<file path="config.mk">
export PLATFORM = sky130hd
export DESIGN_NAME = pwrc_idle_powerdown
export DESIGN_NICKNAME = d
export VERILOG_FILES = /design/src/hdl/pwrc_idle_powerdown.v /design/src/hdl/pwrc_wait_cnt.v
export VERILOG_INCLUDE_DIRS = /design/src /design/src/hdl
export SDC_FILE = /design/constraint.sdc
export NUM_CORES = 1
export LEC_CHECK = 0
export BUFFER_PORTS_ARGS = -buffer_cell sky130_fd_sc_hd__buf_2
export CAP_MARGIN = 20
export CORE_MARGIN = 1.5
export CORE_UTILIZATION = 45
export DETAILED_ROUTE_END_ITERATION = 12
export GPL_TIMING_DRIVEN = 0
export PLACE_DENSITY = 0.67
export SLEW_MARGIN = 20
export SYNTH_ARGS = -nofsm -noshare
export SYNTH_HDL_FRONTEND = slang
export SYNTH_SLANG_ARGS = --single-unit
</file>
<file path="constraint.sdc">
create_clock -name clk_sys -period 7.48 [get_ports clk_sys]
set_clock_uncertainty 0.05 [all_clocks]
set_input_delay 1.122 -clock clk_sys [delete_from_list [all_inputs] [get_ports clk_sys]]
set_output_delay 1.122 -clock clk_sys [all_outputs]
set_load 0.01 [all_outputs]
</file>
<file path="src/hdl/pwrc_regs.vh">
// Register offsets, field positions, reset values and counts of the power-mode controller
`ifndef PWRC_REGS_VH
`define PWRC_REGS_VH

// ****************************************************************
// Register offsets
// ****************************************************************
`define PWRC_ADDR_W 8
`define PWRC_OFS_POWER_CONTROL 8'h00
`define PWRC_OFS_CONFIG 8'h04
`define PWRC_OFS_STATUS 8'h08

// ****************************************************************
// Field positions of power_control_reg
// ****************************************************************
`define PWRC_BIT_IDLE 0
`define PWRC_BIT_POWERDOWN 1
`define PWRC_BIT_FLAG_LOW 2
`define PWRC_BIT_FLAG_HIGH 3

// ****************************************************************
// Field positions of the configuration and status registers
// ****************************************************************
`define PWRC_BIT_ADC_IDLE 0
`define PWRC_STAT_STATE_LSB 0
`define PWRC_STAT_STATE_MSB 2
`define PWRC_STAT_ADC_IDLE 3
`define PWRC_STAT_RAM_OK 4

// ****************************************************************
// Reset values
// ****************************************************************
`define PWRC_RST_POWER_CONTROL 8'h00
`define PWRC_RST_CONFIG 8'h00
`define PWRC_RESET_VECTOR 16'h0000

// ****************************************************************
// Timing counts in clock cycles
// ****************************************************************
`define PWRC_KBD_WAKE_CLKS 11'h400
`define PWRC_INT_RESET_CLKS 11'h018
`define PWRC_TAKEOVER_CLKS 11'h004

`endif

</file>
<file path="src/hdl/pwrc_idle_powerdown.v">
// Idle and power-down mode controller with wake, reset-pin and internal reset sequencing
// Functional notes
// - Idle interrupt wake returns after idle instruction
// - Reset pin clears idle, restores clock, vector 0000h
// - Few instructions run before internal reset
// - RAM blocked, ports usable before internal reset
// - ADC completion ends converter-requested idle mode
// - Power-down stops oscillator, freezes all clocks
// - Power-down preserves PC, status, registers, RAM
// - Power-down bit enters mode immediately
// - Enabled external interrupt clears bit, restarts oscillator and peripheral clocks
// - External wake resumes when input released
// - Keyboard wake resumes after 1024 clocks
// - Power-down wake enters ISR, then next instruction
// - Interrupt wake leaves registers and RAM intact
// - Reset pin clears power-down bit, then reinitialises
// - Reset wake redefines registers, keeps RAM
`include "pwrc_regs.vh"

module pwrc_idle_powerdown #(
  parameter KBD_W = 8,
  parameter CNT_W = 11,
  parameter PC_W = 16,
  parameter [CNT_W-1:0] KBD_WAKE_CLKS = `PWRC_KBD_WAKE_CLKS,
  parameter [CNT_W-1:0] INT_RESET_CLKS = `PWRC_INT_RESET_CLKS,
  parameter [CNT_W-1:0] TAKEOVER_CLKS = `PWRC_TAKEOVER_CLKS
) (
  // Clock, reset and clock enable
  input wire clk_sys,
  input wire reset_n,
  input wire ce,
  // Reset pin, active high
  input wire rst_pin,
  // Register port
  input wire [`PWRC_ADDR_W-1:0] reg_addr,
  input wire [7:0] reg_wdata,
  input wire reg_wr,
  input wire reg_rd,
  output reg [7:0] reg_rdata_ff,
  // Wake sources
  input wire irq_pending,
  input wire adc_done,
  input wire ext_irq_a_n,
  input wire ext_irq_a_en,
  input wire ext_irq_b_n,
  input wire ext_irq_b_en,
  input wire [KBD_W-1:0] keyboard_wake_inputs,
  input wire kbd_wake_en,
  // Core interface
  input wire [PC_W-1:0] core_next_pc,
  output reg cpu_clk_en_ff,
  output reg periph_clk_en_ff,
  output reg osc_en_ff,
  output reg ram_access_en_ff,
  output reg sfr_reset_ff,
  output reg wake_irq_ff,
  output reg resume_load_ff,
  output reg [PC_W-1:0] resume_addr_ff,
  // Mode bits
  output reg idle_request_bit_ff,
  output reg powerdown_request_bit_ff
);

  // ****************************************************************
  // States
  // ****************************************************************
  localparam [2:0] ST_RUN = 3'h0;
  localparam [2:0] ST_IDLE = 3'h1;
  localparam [2:0] ST_PDOWN = 3'h2;
  localparam [2:0] ST_EXT_WAIT = 3'h3;
  localparam [2:0] ST_KBD_WAIT = 3'h4;
  localparam [2:0] ST_RST_RUN = 3'h5;
  localparam [2:0] ST_INT_RST = 3'h6;

  // ****************************************************************
  // Declarations
  // ****************************************************************
  wire clr_n;
  wire cnt_zero;
  wire wr_power_control_reg;
  wire wr_cfg;
  wire ext_wake;
  wire ext_released;
  wire kbd_wake;
  wire idle_wake;
  reg [2:0] state_ff;
  reg [2:0] nxt_state;
  reg user_flag_low_ff;
  reg user_flag_high_ff;
  reg adc_idle_ff;
  reg [PC_W-1:0] saved_pc_ff;
  reg [PC_W-1:0] nxt_saved_pc;
  reg nxt_idle;
  reg nxt_pdown;
  reg nxt_cpu_clk;
  reg nxt_periph_clk;
  reg nxt_osc;
  reg nxt_ram_access;
  reg nxt_sfr_reset;
  reg nxt_wake_irq;
  reg nxt_resume_load;
  reg [PC_W-1:0] nxt_resume_addr;
  reg cnt_load;
  reg [CNT_W-1:0] cnt_load_val;
  reg [7:0] nxt_rdata;
  localparam [7:0] RST_POWER_CONTROL_REG = `PWRC_RST_POWER_CONTROL;
  localparam [7:0] RST_CFG = `PWRC_RST_CONFIG;

  // Reset pin acts without the clock on the mode bits and clocks
  assign clr_n = reset_n & ~rst_pin;

  assign wr_power_control_reg = reg_wr && (reg_addr == `PWRC_OFS_POWER_CONTROL);
  assign wr_cfg = reg_wr && (reg_addr == `PWRC_OFS_CONFIG);

  assign ext_wake = (ext_irq_a_en & ~ext_irq_a_n) | (ext_irq_b_en & ~ext_irq_b_n);
  assign ext_released = ~(ext_irq_a_en & ~ext_irq_a_n) & ~(ext_irq_b_en & ~ext_irq_b_n);
  assign kbd_wake = kbd_wake_en & (|keyboard_wake_inputs);
  assign idle_wake = irq_pending | (adc_idle_ff & adc_done);

  // ****************************************************************
  // Delay counter
  // ****************************************************************
  pwrc_wait_cnt #(
    .W(CNT_W),
    .RST_VAL(TAKEOVER_CLKS)
  ) u_wait_cnt (
    .clk_sys(clk_sys),
    .clr_n(clr_n),
    .ce(ce),
    .load(cnt_load),
    .load_val(cnt_load_val),
    .zero(cnt_zero)
  );

  // ****************************************************************
  // Mode state machine
  // ****************************************************************
  always @* begin
    nxt_state = state_ff;
    nxt_idle = idle_request_bit_ff;
    nxt_pdown = powerdown_request_bit_ff;
    nxt_cpu_clk = cpu_clk_en_ff;
    nxt_periph_clk = periph_clk_en_ff;
    nxt_osc = osc_en_ff;
    nxt_ram_access = ram_access_en_ff;
    nxt_sfr_reset = 1'b0;
    nxt_wake_irq = 1'b0;
    nxt_resume_load = 1'b0;
    nxt_resume_addr = resume_addr_ff;
    nxt_saved_pc = saved_pc_ff;
    cnt_load = 1'b0;
    cnt_load_val = KBD_WAKE_CLKS;
    case (state_ff)
      ST_RUN: begin
        if (wr_power_control_reg && reg_wdata[`PWRC_BIT_POWERDOWN]) begin
          // Entry takes effect at the writing instruction
          nxt_pdown = 1'b1;
          nxt_idle = reg_wdata[`PWRC_BIT_IDLE];
          nxt_saved_pc = core_next_pc;
          nxt_osc = 1'b0;
          nxt_cpu_clk = 1'b0;
          nxt_periph_clk = 1'b0;
          nxt_state = ST_PDOWN;
        end else if (wr_power_control_reg && reg_wdata[`PWRC_BIT_IDLE]) begin
          nxt_idle = 1'b1;
          nxt_saved_pc = core_next_pc;
          nxt_cpu_clk = 1'b0;
          nxt_periph_clk = 1'b1;
          nxt_state = ST_IDLE;
        end
      end
      ST_IDLE: begin
        if (idle_wake) begin
          nxt_idle = 1'b0;
          nxt_cpu_clk = 1'b1;
          nxt_wake_irq = irq_pending;
          nxt_resume_load = 1'b1;
          nxt_resume_addr = saved_pc_ff;
          nxt_state = ST_RUN;
        end
      end
      ST_PDOWN: begin
        // Clocks stay frozen, so core state, registers and RAM hold
        if (ext_wake) begin
          nxt_pdown = 1'b0;
          nxt_osc = 1'b1;
          nxt_periph_clk = 1'b1;
          nxt_state = ST_EXT_WAIT;
        end else if (kbd_wake) begin
          nxt_pdown = 1'b0;
          nxt_osc = 1'b1;
          nxt_periph_clk = 1'b1;
          cnt_load = 1'b1;
          cnt_load_val = KBD_WAKE_CLKS;
          nxt_state = ST_KBD_WAIT;
        end
      end
      ST_EXT_WAIT: begin
        // No register reset on this path, contents stay intact
        if (ext_released) begin
          nxt_cpu_clk = 1'b1;
          nxt_wake_irq = 1'b1;
          nxt_resume_load = 1'b1;
          nxt_resume_addr = saved_pc_ff;
          nxt_state = ST_RUN;
        end
      end
      ST_KBD_WAIT: begin
        if (cnt_zero) begin
          nxt_cpu_clk = 1'b1;
          nxt_wake_irq = 1'b1;
          nxt_resume_load = 1'b1;
          nxt_resume_addr = saved_pc_ff;
          nxt_state = ST_RUN;
        end
      end
      ST_RST_RUN: begin
        // Core runs a few instructions with RAM blocked
        nxt_ram_access = 1'b0;
        if (cnt_zero) begin
          cnt_load = 1'b1;
          cnt_load_val = INT_RESET_CLKS;
          nxt_sfr_reset = 1'b1;
          nxt_state = ST_INT_RST;
        end
      end
      ST_INT_RST: begin
        nxt_sfr_reset = 1'b1;
        if (cnt_zero) begin
          nxt_sfr_reset = 1'b0;
          nxt_ram_access = 1'b1;
          nxt_resume_load = 1'b1;
          nxt_resume_addr = `PWRC_RESET_VECTOR;
          nxt_state = ST_RUN;
        end
      end
      default: begin
        nxt_state = ST_RST_RUN;
      end
    endcase
  end

  // ****************************************************************
  // Mode registers, cleared without clock by the reset pin
  // ****************************************************************
  always @(posedge clk_sys or negedge clr_n) begin
    if (!clr_n) begin
      state_ff <= ST_RST_RUN;
      idle_request_bit_ff <= 1'b0;
      powerdown_request_bit_ff <= 1'b0;
      cpu_clk_en_ff <= 1'b1;
      periph_clk_en_ff <= 1'b1;
      osc_en_ff <= 1'b1;
      ram_access_en_ff <= 1'b0;
      sfr_reset_ff <= 1'b0;
      wake_irq_ff <= 1'b0;
      resume_load_ff <= 1'b0;
      resume_addr_ff <= `PWRC_RESET_VECTOR;
    end else if (ce) begin
      state_ff <= nxt_state;
      idle_request_bit_ff <= nxt_idle;
      powerdown_request_bit_ff <= nxt_pdown;
      cpu_clk_en_ff <= nxt_cpu_clk;
      periph_clk_en_ff <= nxt_periph_clk;
      osc_en_ff <= nxt_osc;
      ram_access_en_ff <= nxt_ram_access;
      sfr_reset_ff <= nxt_sfr_reset;
      wake_irq_ff <= nxt_wake_irq;
      resume_load_ff <= nxt_resume_load;
      resume_addr_ff <= nxt_resume_addr;
    end
  end

  // ****************************************************************
  // Saved return address, kept through the internal reset
  // ****************************************************************
  always @(posedge clk_sys or negedge reset_n) begin
    if (!reset_n) begin
      saved_pc_ff <= {PC_W{1'b0}};
    end else if (ce) begin
      saved_pc_ff <= nxt_saved_pc;
    end
  end

  // ****************************************************************
  // Software flags and configuration, redefined by internal reset
  // ****************************************************************
  always @(posedge clk_sys or negedge reset_n) begin
    if (!reset_n) begin
      user_flag_low_ff <= RST_POWER_CONTROL_REG[`PWRC_BIT_FLAG_LOW];
      user_flag_high_ff <= RST_POWER_CONTROL_REG[`PWRC_BIT_FLAG_HIGH];
      adc_idle_ff <= RST_CFG[`PWRC_BIT_ADC_IDLE];
    end else if (ce) begin
      if (state_ff == ST_INT_RST) begin
        user_flag_low_ff <= 1'b0;
        user_flag_high_ff <= 1'b0;
        adc_idle_ff <= 1'b0;
      end else begin
        if (wr_power_control_reg) begin
          user_flag_low_ff <= reg_wdata[`PWRC_BIT_FLAG_LOW];
          user_flag_high_ff <= reg_wdata[`PWRC_BIT_FLAG_HIGH];
        end
        if (wr_cfg) begin
          adc_idle_ff <= reg_wdata[`PWRC_BIT_ADC_IDLE];
        end
      end
    end
  end

  // ****************************************************************
  // Read data, one cycle after the read strobe
  // ****************************************************************
  always @* begin
    nxt_rdata = 8'h00;
    if (reg_rd) begin
      if (reg_addr == `PWRC_OFS_POWER_CONTROL) begin
        nxt_rdata[`PWRC_BIT_IDLE] = idle_request_bit_ff;
        nxt_rdata[`PWRC_BIT_POWERDOWN] = powerdown_request_bit_ff;
        nxt_rdata[`PWRC_BIT_FLAG_LOW] = user_flag_low_ff;
        nxt_rdata[`PWRC_BIT_FLAG_HIGH] = user_flag_high_ff;
      end else if (reg_addr == `PWRC_OFS_CONFIG) begin
        nxt_rdata[`PWRC_BIT_ADC_IDLE] = adc_idle_ff;
      end else if (reg_addr == `PWRC_OFS_STATUS) begin
        nxt_rdata[`PWRC_STAT_STATE_MSB:`PWRC_STAT_STATE_LSB] = state_ff;
        nxt_rdata[`PWRC_STAT_ADC_IDLE] = adc_idle_ff;
        nxt_rdata[`PWRC_STAT_RAM_OK] = ram_access_en_ff;
      end
    end
  end

  always @(posedge clk_sys or negedge reset_n) begin
    if (!reset_n) begin
      reg_rdata_ff <= 8'h00;
    end else if (ce) begin
      reg_rdata_ff <= nxt_rdata;
    end
  end

endmodule // pwrc_idle_powerdown

</file>
<file path="src/hdl/pwrc_wait_cnt.v">
// Down counter used for wake and reset delays of the power-mode controller
module pwrc_wait_cnt #(
  parameter W = 11,
  parameter [W-1:0] RST_VAL = 11'h004
) (
  // Clock and reset
  input wire clk_sys,
  input wire clr_n,
  input wire ce,
  // Control
  input wire load,
  input wire [W-1:0] load_val,
  // Status
  output wire zero
);

  reg [W-1:0] cnt_ff;
  reg [W-1:0] nxt_cnt;

  // ****************************************************************
  // Counter
  // ****************************************************************
  always @* begin
    nxt_cnt = cnt_ff;
    if (load) begin
      nxt_cnt = load_val;
    end else if (cnt_ff != {W{1'b0}}) begin
      nxt_cnt = cnt_ff - {{(W-1){1'b0}}, 1'b1};
    end
  end

  always @(posedge clk_sys or negedge clr_n) begin
    if (!clr_n) begin
      cnt_ff <= RST_VAL;
    end else if (ce) begin
      cnt_ff <= nxt_cnt;
    end
  end

  assign zero = (cnt_ff == {W{1'b0}});

endmodule // pwrc_wait_cnt

</file>
* Word-level counts from Yosys, hierarchy flattened *
Index checks and enable logic that the tools add are counted.

cells by class
  bitwise operators = 13
  eq/ne operators = 17
  multiply operators = 0
  mux-type cells = 64
  magnitude comparators = 0
  divide/modulo/power cells = 0
  reductions and logical operators = 30
  add/subtract/negate cells = 1
  shift operators = 0

operator list
  kind                   number
  $mux 16                6
  $pmux 16 s4            1
  $mux 11                4
  $mux 1                 30
  $mux 3                 8
  $pmux 3 s6             1
  $pmux 1 s2             7
  $reduce_bool 2->1      7
  $ne 2x2->1 const B     6
  $reduce_and 4->1       3
  $reduce_and 6->1       2
  $logic_not 11->1       1
  $reduce_bool 11->1     1
  $sub 11x1->11 const B  1
  $mux 5                 2
  $eq 3x3->1 const B     3
  $eq 8x3->1 const B     1
  $eq 8x4->1 const B     1
  $logic_not 8->1        1
  $mux 4                 2
  $reduce_bool 4->1      2
  $reduce_or 8->1        1
  $reduce_and 7->1       1
  $and 1x1->1            6
  other kinds (13)       27

storage, ports and cells
  RAM bits = 0
  word-level logic and storage cells = 142
  memories = 0
  bits in read-only memories = 0
  bits in latches = 0
  register bits = 63
  input bits = 53
  output and inout bits = 33

* Depth between registers and ports, before layout *
  depth in word-level cells = 7
  depth in mapped cells = 8

* Cells and area by module *
From an unflattened synthesis, not the netlist that was laid out.

unflattened totals
  cells, all modules = 336
  area, all modules = 3357.0 µm²

modules (own cells, without submodules)
  module               cells an instance  instances  area an instance (µm²)
  pwrc_idle_powerdown  249                1          2623.8
  pwrc_wait_cnt        87                 1          733.2

* Worst setup path before layout *
OpenSTA, ideal clock, no wires.

  path kind = input to register
  start = input port reg_addr[5]
  end = register saved_pc_ff[10]
  data required time = 7.305 ns
  arrival = 2.632 ns
  path slack = 4.673 ns
  stages on the path = 7
  setup time = 0.125 ns
  path through = nor4_4 and4_1 buf_2 nand3_2 nor2_4 buf_4 mux2_2

on the way
  cells in the longest elaborated chain, start to end = 5
  elaborated cells on any way between the ends = 7

RTL lines
  what                                         RTL line                                              text
  start: declaration                           pwrc_idle_powerdown.v:35                              input wire [`PWRC_ADDR_W-1:0] reg_addr,
  $logic_not 8->1 (no line) *                  -
  $logic_and 1x1->1 *                          pwrc_idle_powerdown.v:112                             assign wr_power_control_reg = reg_wr && (reg_addr == `PWRC_OFS_POWER_CONTROL);
  $logic_and 1x1->1, on equally long branches  pwrc_idle_powerdown.v:155, pwrc_idle_powerdown.v:164
  $reduce_bool 2->1 (no line)                  -
  $reduce_and 3->1 (no line)                   -
  end signal: assignment                       pwrc_idle_powerdown.v:279                             saved_pc_ff <= {PC_W{1'b0}};
  end signal: assignment                       pwrc_idle_powerdown.v:281                             saved_pc_ff <= nxt_saved_pc;
  end: declaration                             pwrc_idle_powerdown.v:91                              reg [PC_W-1:0] saved_pc_ff;

Every way passes the cells marked *; elsewhere a longest branch is shown, timed or not.
A chain may end at the register's enable or synchronous reset.

* Final worst setup path *
Same ends and word-level chain as after synthesis.

==> summary.md <==
| Metric | Value |
|---|---|
| Status | `finished, final reports clean` |
| Port-buffer cells | `78` |
| Routed wire length | `7.41 mm` |
| N_diodes | `0` |
| Site Rows | `30` |
| Reg-to-reg critical path endpoint | `resume_addr_ff[12]` |
| XOR/XNOR Fraction of Synth Area | `0.277%` |
| Postcts setup bufs | `0` |
| Post-CTS sizing | `0` |
| Synth warn | `0` |
| Setup_tns | `0 ns` |
| Register bit total from synthesis | `63` |
| Max H-tree Level | `3` |
| Mapped cell area | `0.00316 mm²` |
| Layout cells sized above 1 | `34.5%` |
| Post-Synthesis Cells | `291` |
| DR vias/cell | `5.45` |
| Hold path start | `reg_rdata_ff[0]` |
| Synth Flop Type | `dfrtp_1` |
| Reg2reg start | `state_ff[0]` |
| Grt total ovfl | `0` |
| CTS root buffer | `clkbuf_8` |
| Hold endpoint | `reg_rdata_ff[0]` |
| Avg WL per Cell | `15.3 µm` |
| Gpl congestion | `0.850` |
| Final hold violations | `0` |
| Clock-pin transition on the worst setup and hold timing paths | `0.07 ns` |
| Post-synthesis compound-gate area fraction | `18.5%` |
| Startpoint type of the worst setup path | `input port` |
| Final Max Slew Viols | `0` |
| FF/Latch Area | `0.00158 mm²` |
| Avg Inst Size Synth | `10.9 µm²` |
| Power density cells | `297 mW/mm²` |
| Max Root-Sink Buffers | `2` |
| Synth top area share | `45.1%` |
| Total GRT Usage | `20.6%` |
| Core area | `0.00679 mm²` |
| Mux share of post-synthesis cell area | `7.16%` |
| Worst slew margin | `56.1%` |
| Post-synth ARST share | `100%` |
| Routed Antenna Nets | `0` |
| Post-Synth Simple-Gate Area | `17.7%` |
| Number of buffers created by CTS | `9` |
| RSZ-0062 raised after global routing | `no` |
| Seq/Total Area, Yosys | `50.1%` |
| Drt initial violations | `154` |
| Synth top area cells | `dfrtp_1 45%, a22o_1 6.1%, dfstp_2 5.0%` |
| First drt pass iteration count | `4` |
| Die ar. | `0.00754 mm²` |
| Peak Freq | `350 MHz` |
| Worst Tran Pin Value | `0.657 ns` |
| Critical-path maximum fanout | `10` |
| Worst setup EP type | `register` |
| Largest net degree at the start of global routing | `26` |
| Die extent in y | `86.8 µm` |
| CP Data Required Time | `7.66 ns` |
| Hold path depth | `1` |
| Final setup margin | `4.62 ns` |
| Final nets | `440` |
| Worst EP arrival | `3.04 ns` |
| Post-place setup slack | `4.24 ns` |
| Leak pwr | `1.94 nW` |
| Adder-Cell Fraction of Synth Area | `1.58%` |
| Area leader, netlist | `dfrtp_1` |
| Area of the multi-input gates | `0.00145 mm²` |
| Post-synthesis cell type count | `61` |
| CTS tree | `yes` |
| Area delta synth->final | `25.4%` |
| Fillcell total | `584` |
| CP Class | `in -> reg` |
| Final setup vio count | `0` |
| Die Span X | `86.8 µm` |
| Reg2Reg Setup Slack | `4.89 ns` |
| Number of remaining DRC errors | `0` |
| First-pass GRT wire length | `11.9 mm` |
| Max rail drop VDD | `0.000147 V` |
| CTS Hold Bufs | `0` |
| Vias in the first global route | `2,417` |
| Worst-Skew Late Latency | `0.34 ns` |
| Number of flops mapped to enable cells by yosys | `0` |
| Final period utilization | `38.2%` |
| Main combinational cell family by area after synthesis | `compound AO/OA/AOI/OAI gates` |
| Worst Hold Class | `reg -> reg` |
| Final Critical Period | `2.86 ns` |
| Top-level I/O count | `86` |
| Via count | `2,640` |
| DP HPWL | `5.53 mm` |
| Initial Utilization | `46.6%` |
| Reg2Reg Depth | `6` |
| Num Clock Sinks | `63` |
| Initial antenna violation count | `0` |
| MaxCap Viol Count | `0` |
## kinds of logic (layout without fill, tap and decap cells)
| family | Yosys count | after routing |
|---|---|---|
| DFF | 63 | 63 |
| xor gates and xnor gates | 1 | 1 |
| muxes | 20 | 20 |
| adders and majority gates | 4 | 4 |
| buffers and inverters | 31 | 126 |
| AOI/OAI and AO/OA | 78 | 78 |
| other | 1 | 3 |
| and+or+nand+nor | 93 | 93 |
## area by class of cell
cell class / count / area share, %
Sequential cell: 63 / 39.9
Multi-Input combinational cell: 199 / 36.5
Timing Repair Buffer: 79 / 10.5
Clock inverter: 7 / 3.16
Clock buffer: 9 / 3.12
Tap cell: 96 / 3.03
Buffer: 17 / 2.34
Inverter: 14 / 1.33
## worst max-delay path, cell delays in order
cell and delay, ns:
buf_2 0.11, nor4_4 0.42, and4_1 0.24, buf_2 0.18, nand3_2 0.12, nor2_4 0.25, buf_4 0.25, mux2_2 0.34
## placed cells by master, fill, tap and decap left out, drive strengths merged, types with 4 or more instances in the layout
cell	instances
inv	17
a22o	22
ha	4
dfrtp	57
o21ai	17
nor3	9
mux2	18
a21oi	11
nor2	21
buf	90
nor4	10
clkbuf	15
nand3	10
and3	6
nand4	6
dfstp	6
nor2b	6
nand2	12
## worst max-delay path by stage
stage / from / to
floorplan: rst_pin / idle_request_bit_ff
CTS: reg_addr[5] / saved_pc_ff[10]
finish: reg_addr[5] / saved_pc_ff[10]
detailed placement: reg_addr[5] / saved_pc_ff[9]
global placement: reset_n / resume_load_ff
global route: ext_irq_b_en / resume_addr_ff[2]
## state kept, by name, indices dropped and copies added (netlist names)
register	flops
reg_rdata_ff	5
resume_addr_ff	16
state_ff	3
user_flag_high_ff	1
wake_irq_ff	1
periph_clk_en_ff	1
u_wait_cnt.cnt_ff	11
saved_pc_ff	16
adc_idle_ff	1
sfr_reset_ff	1
powerdown_request_bit_ff	1
resume_load_ff	1
osc_en_ff	1
user_flag_low_ff	1
idle_request_bit_ff	1
ram_access_en_ff	1
cpu_clk_en_ff	1
## per-stage QoR
step / hold WS (ns) / power [mW] / std cells / area, µm² / utilization [%]
after CTS: 0.438 / 1.18 / 484 / 3970 / 58.4
after detailed placement: 0.422 / 0.806 / 468 / 3720 / 54.7
after global routing: 0.447 / 1.25 / 484 / 3970 / 58.4
final: 0.431 / 1.18 / 484 / 3970 / 58.4
after floorplan: 0.409 / 0.698 / 293 / 3170 / -
after global placement: 0.417 / 0.793 / 467 / 3680 / 54.2
## cell usage after synthesis (2+ instances only)
cell type,count
a21oi_1,11
a22o_1,22
a31oi_1,2
a32o_1,2
a32oi_1,2
and2_1,2
and3_1,6
and4_1,2
buf_2,5
buf_4,4
clkbuf_1,6
dfrtp_1,57
dfstp_2,6
ha_1,4
inv_1,13
mux2_1,8
mux2_2,9
mux2i_1,2
nand2_1,12
nand3_1,9
nand4_1,6
nor2_1,20
nor2b_1,6
nor3_1,5
nor3_2,4
nor3b_1,2
nor4_1,9
o21a_1,3
o21ai_0,17
o22ai_1,2
o2bb2ai_1,2
o31a_1,2
## power breakdown
group / internal, mW / switching (mW) / leakage, nW
sequential: 0.403 / 0.0546 / 0.837
combinational: 0.139 / 0.204 / 0.973
clock: 0.226 / 0.150 / 0.125
## layer usage
metal  share of wire, %  vias up  global-route usage (%)
met3                6.0        6                    5.90
met1                 48     1287                    30.3
met4               0.86        0                    5.87
li1                   -     1267                       -
met5                  0        -                       0
met2                 45       80                    29.6
No activity file was read; power rests on OpenSTA's default activity.
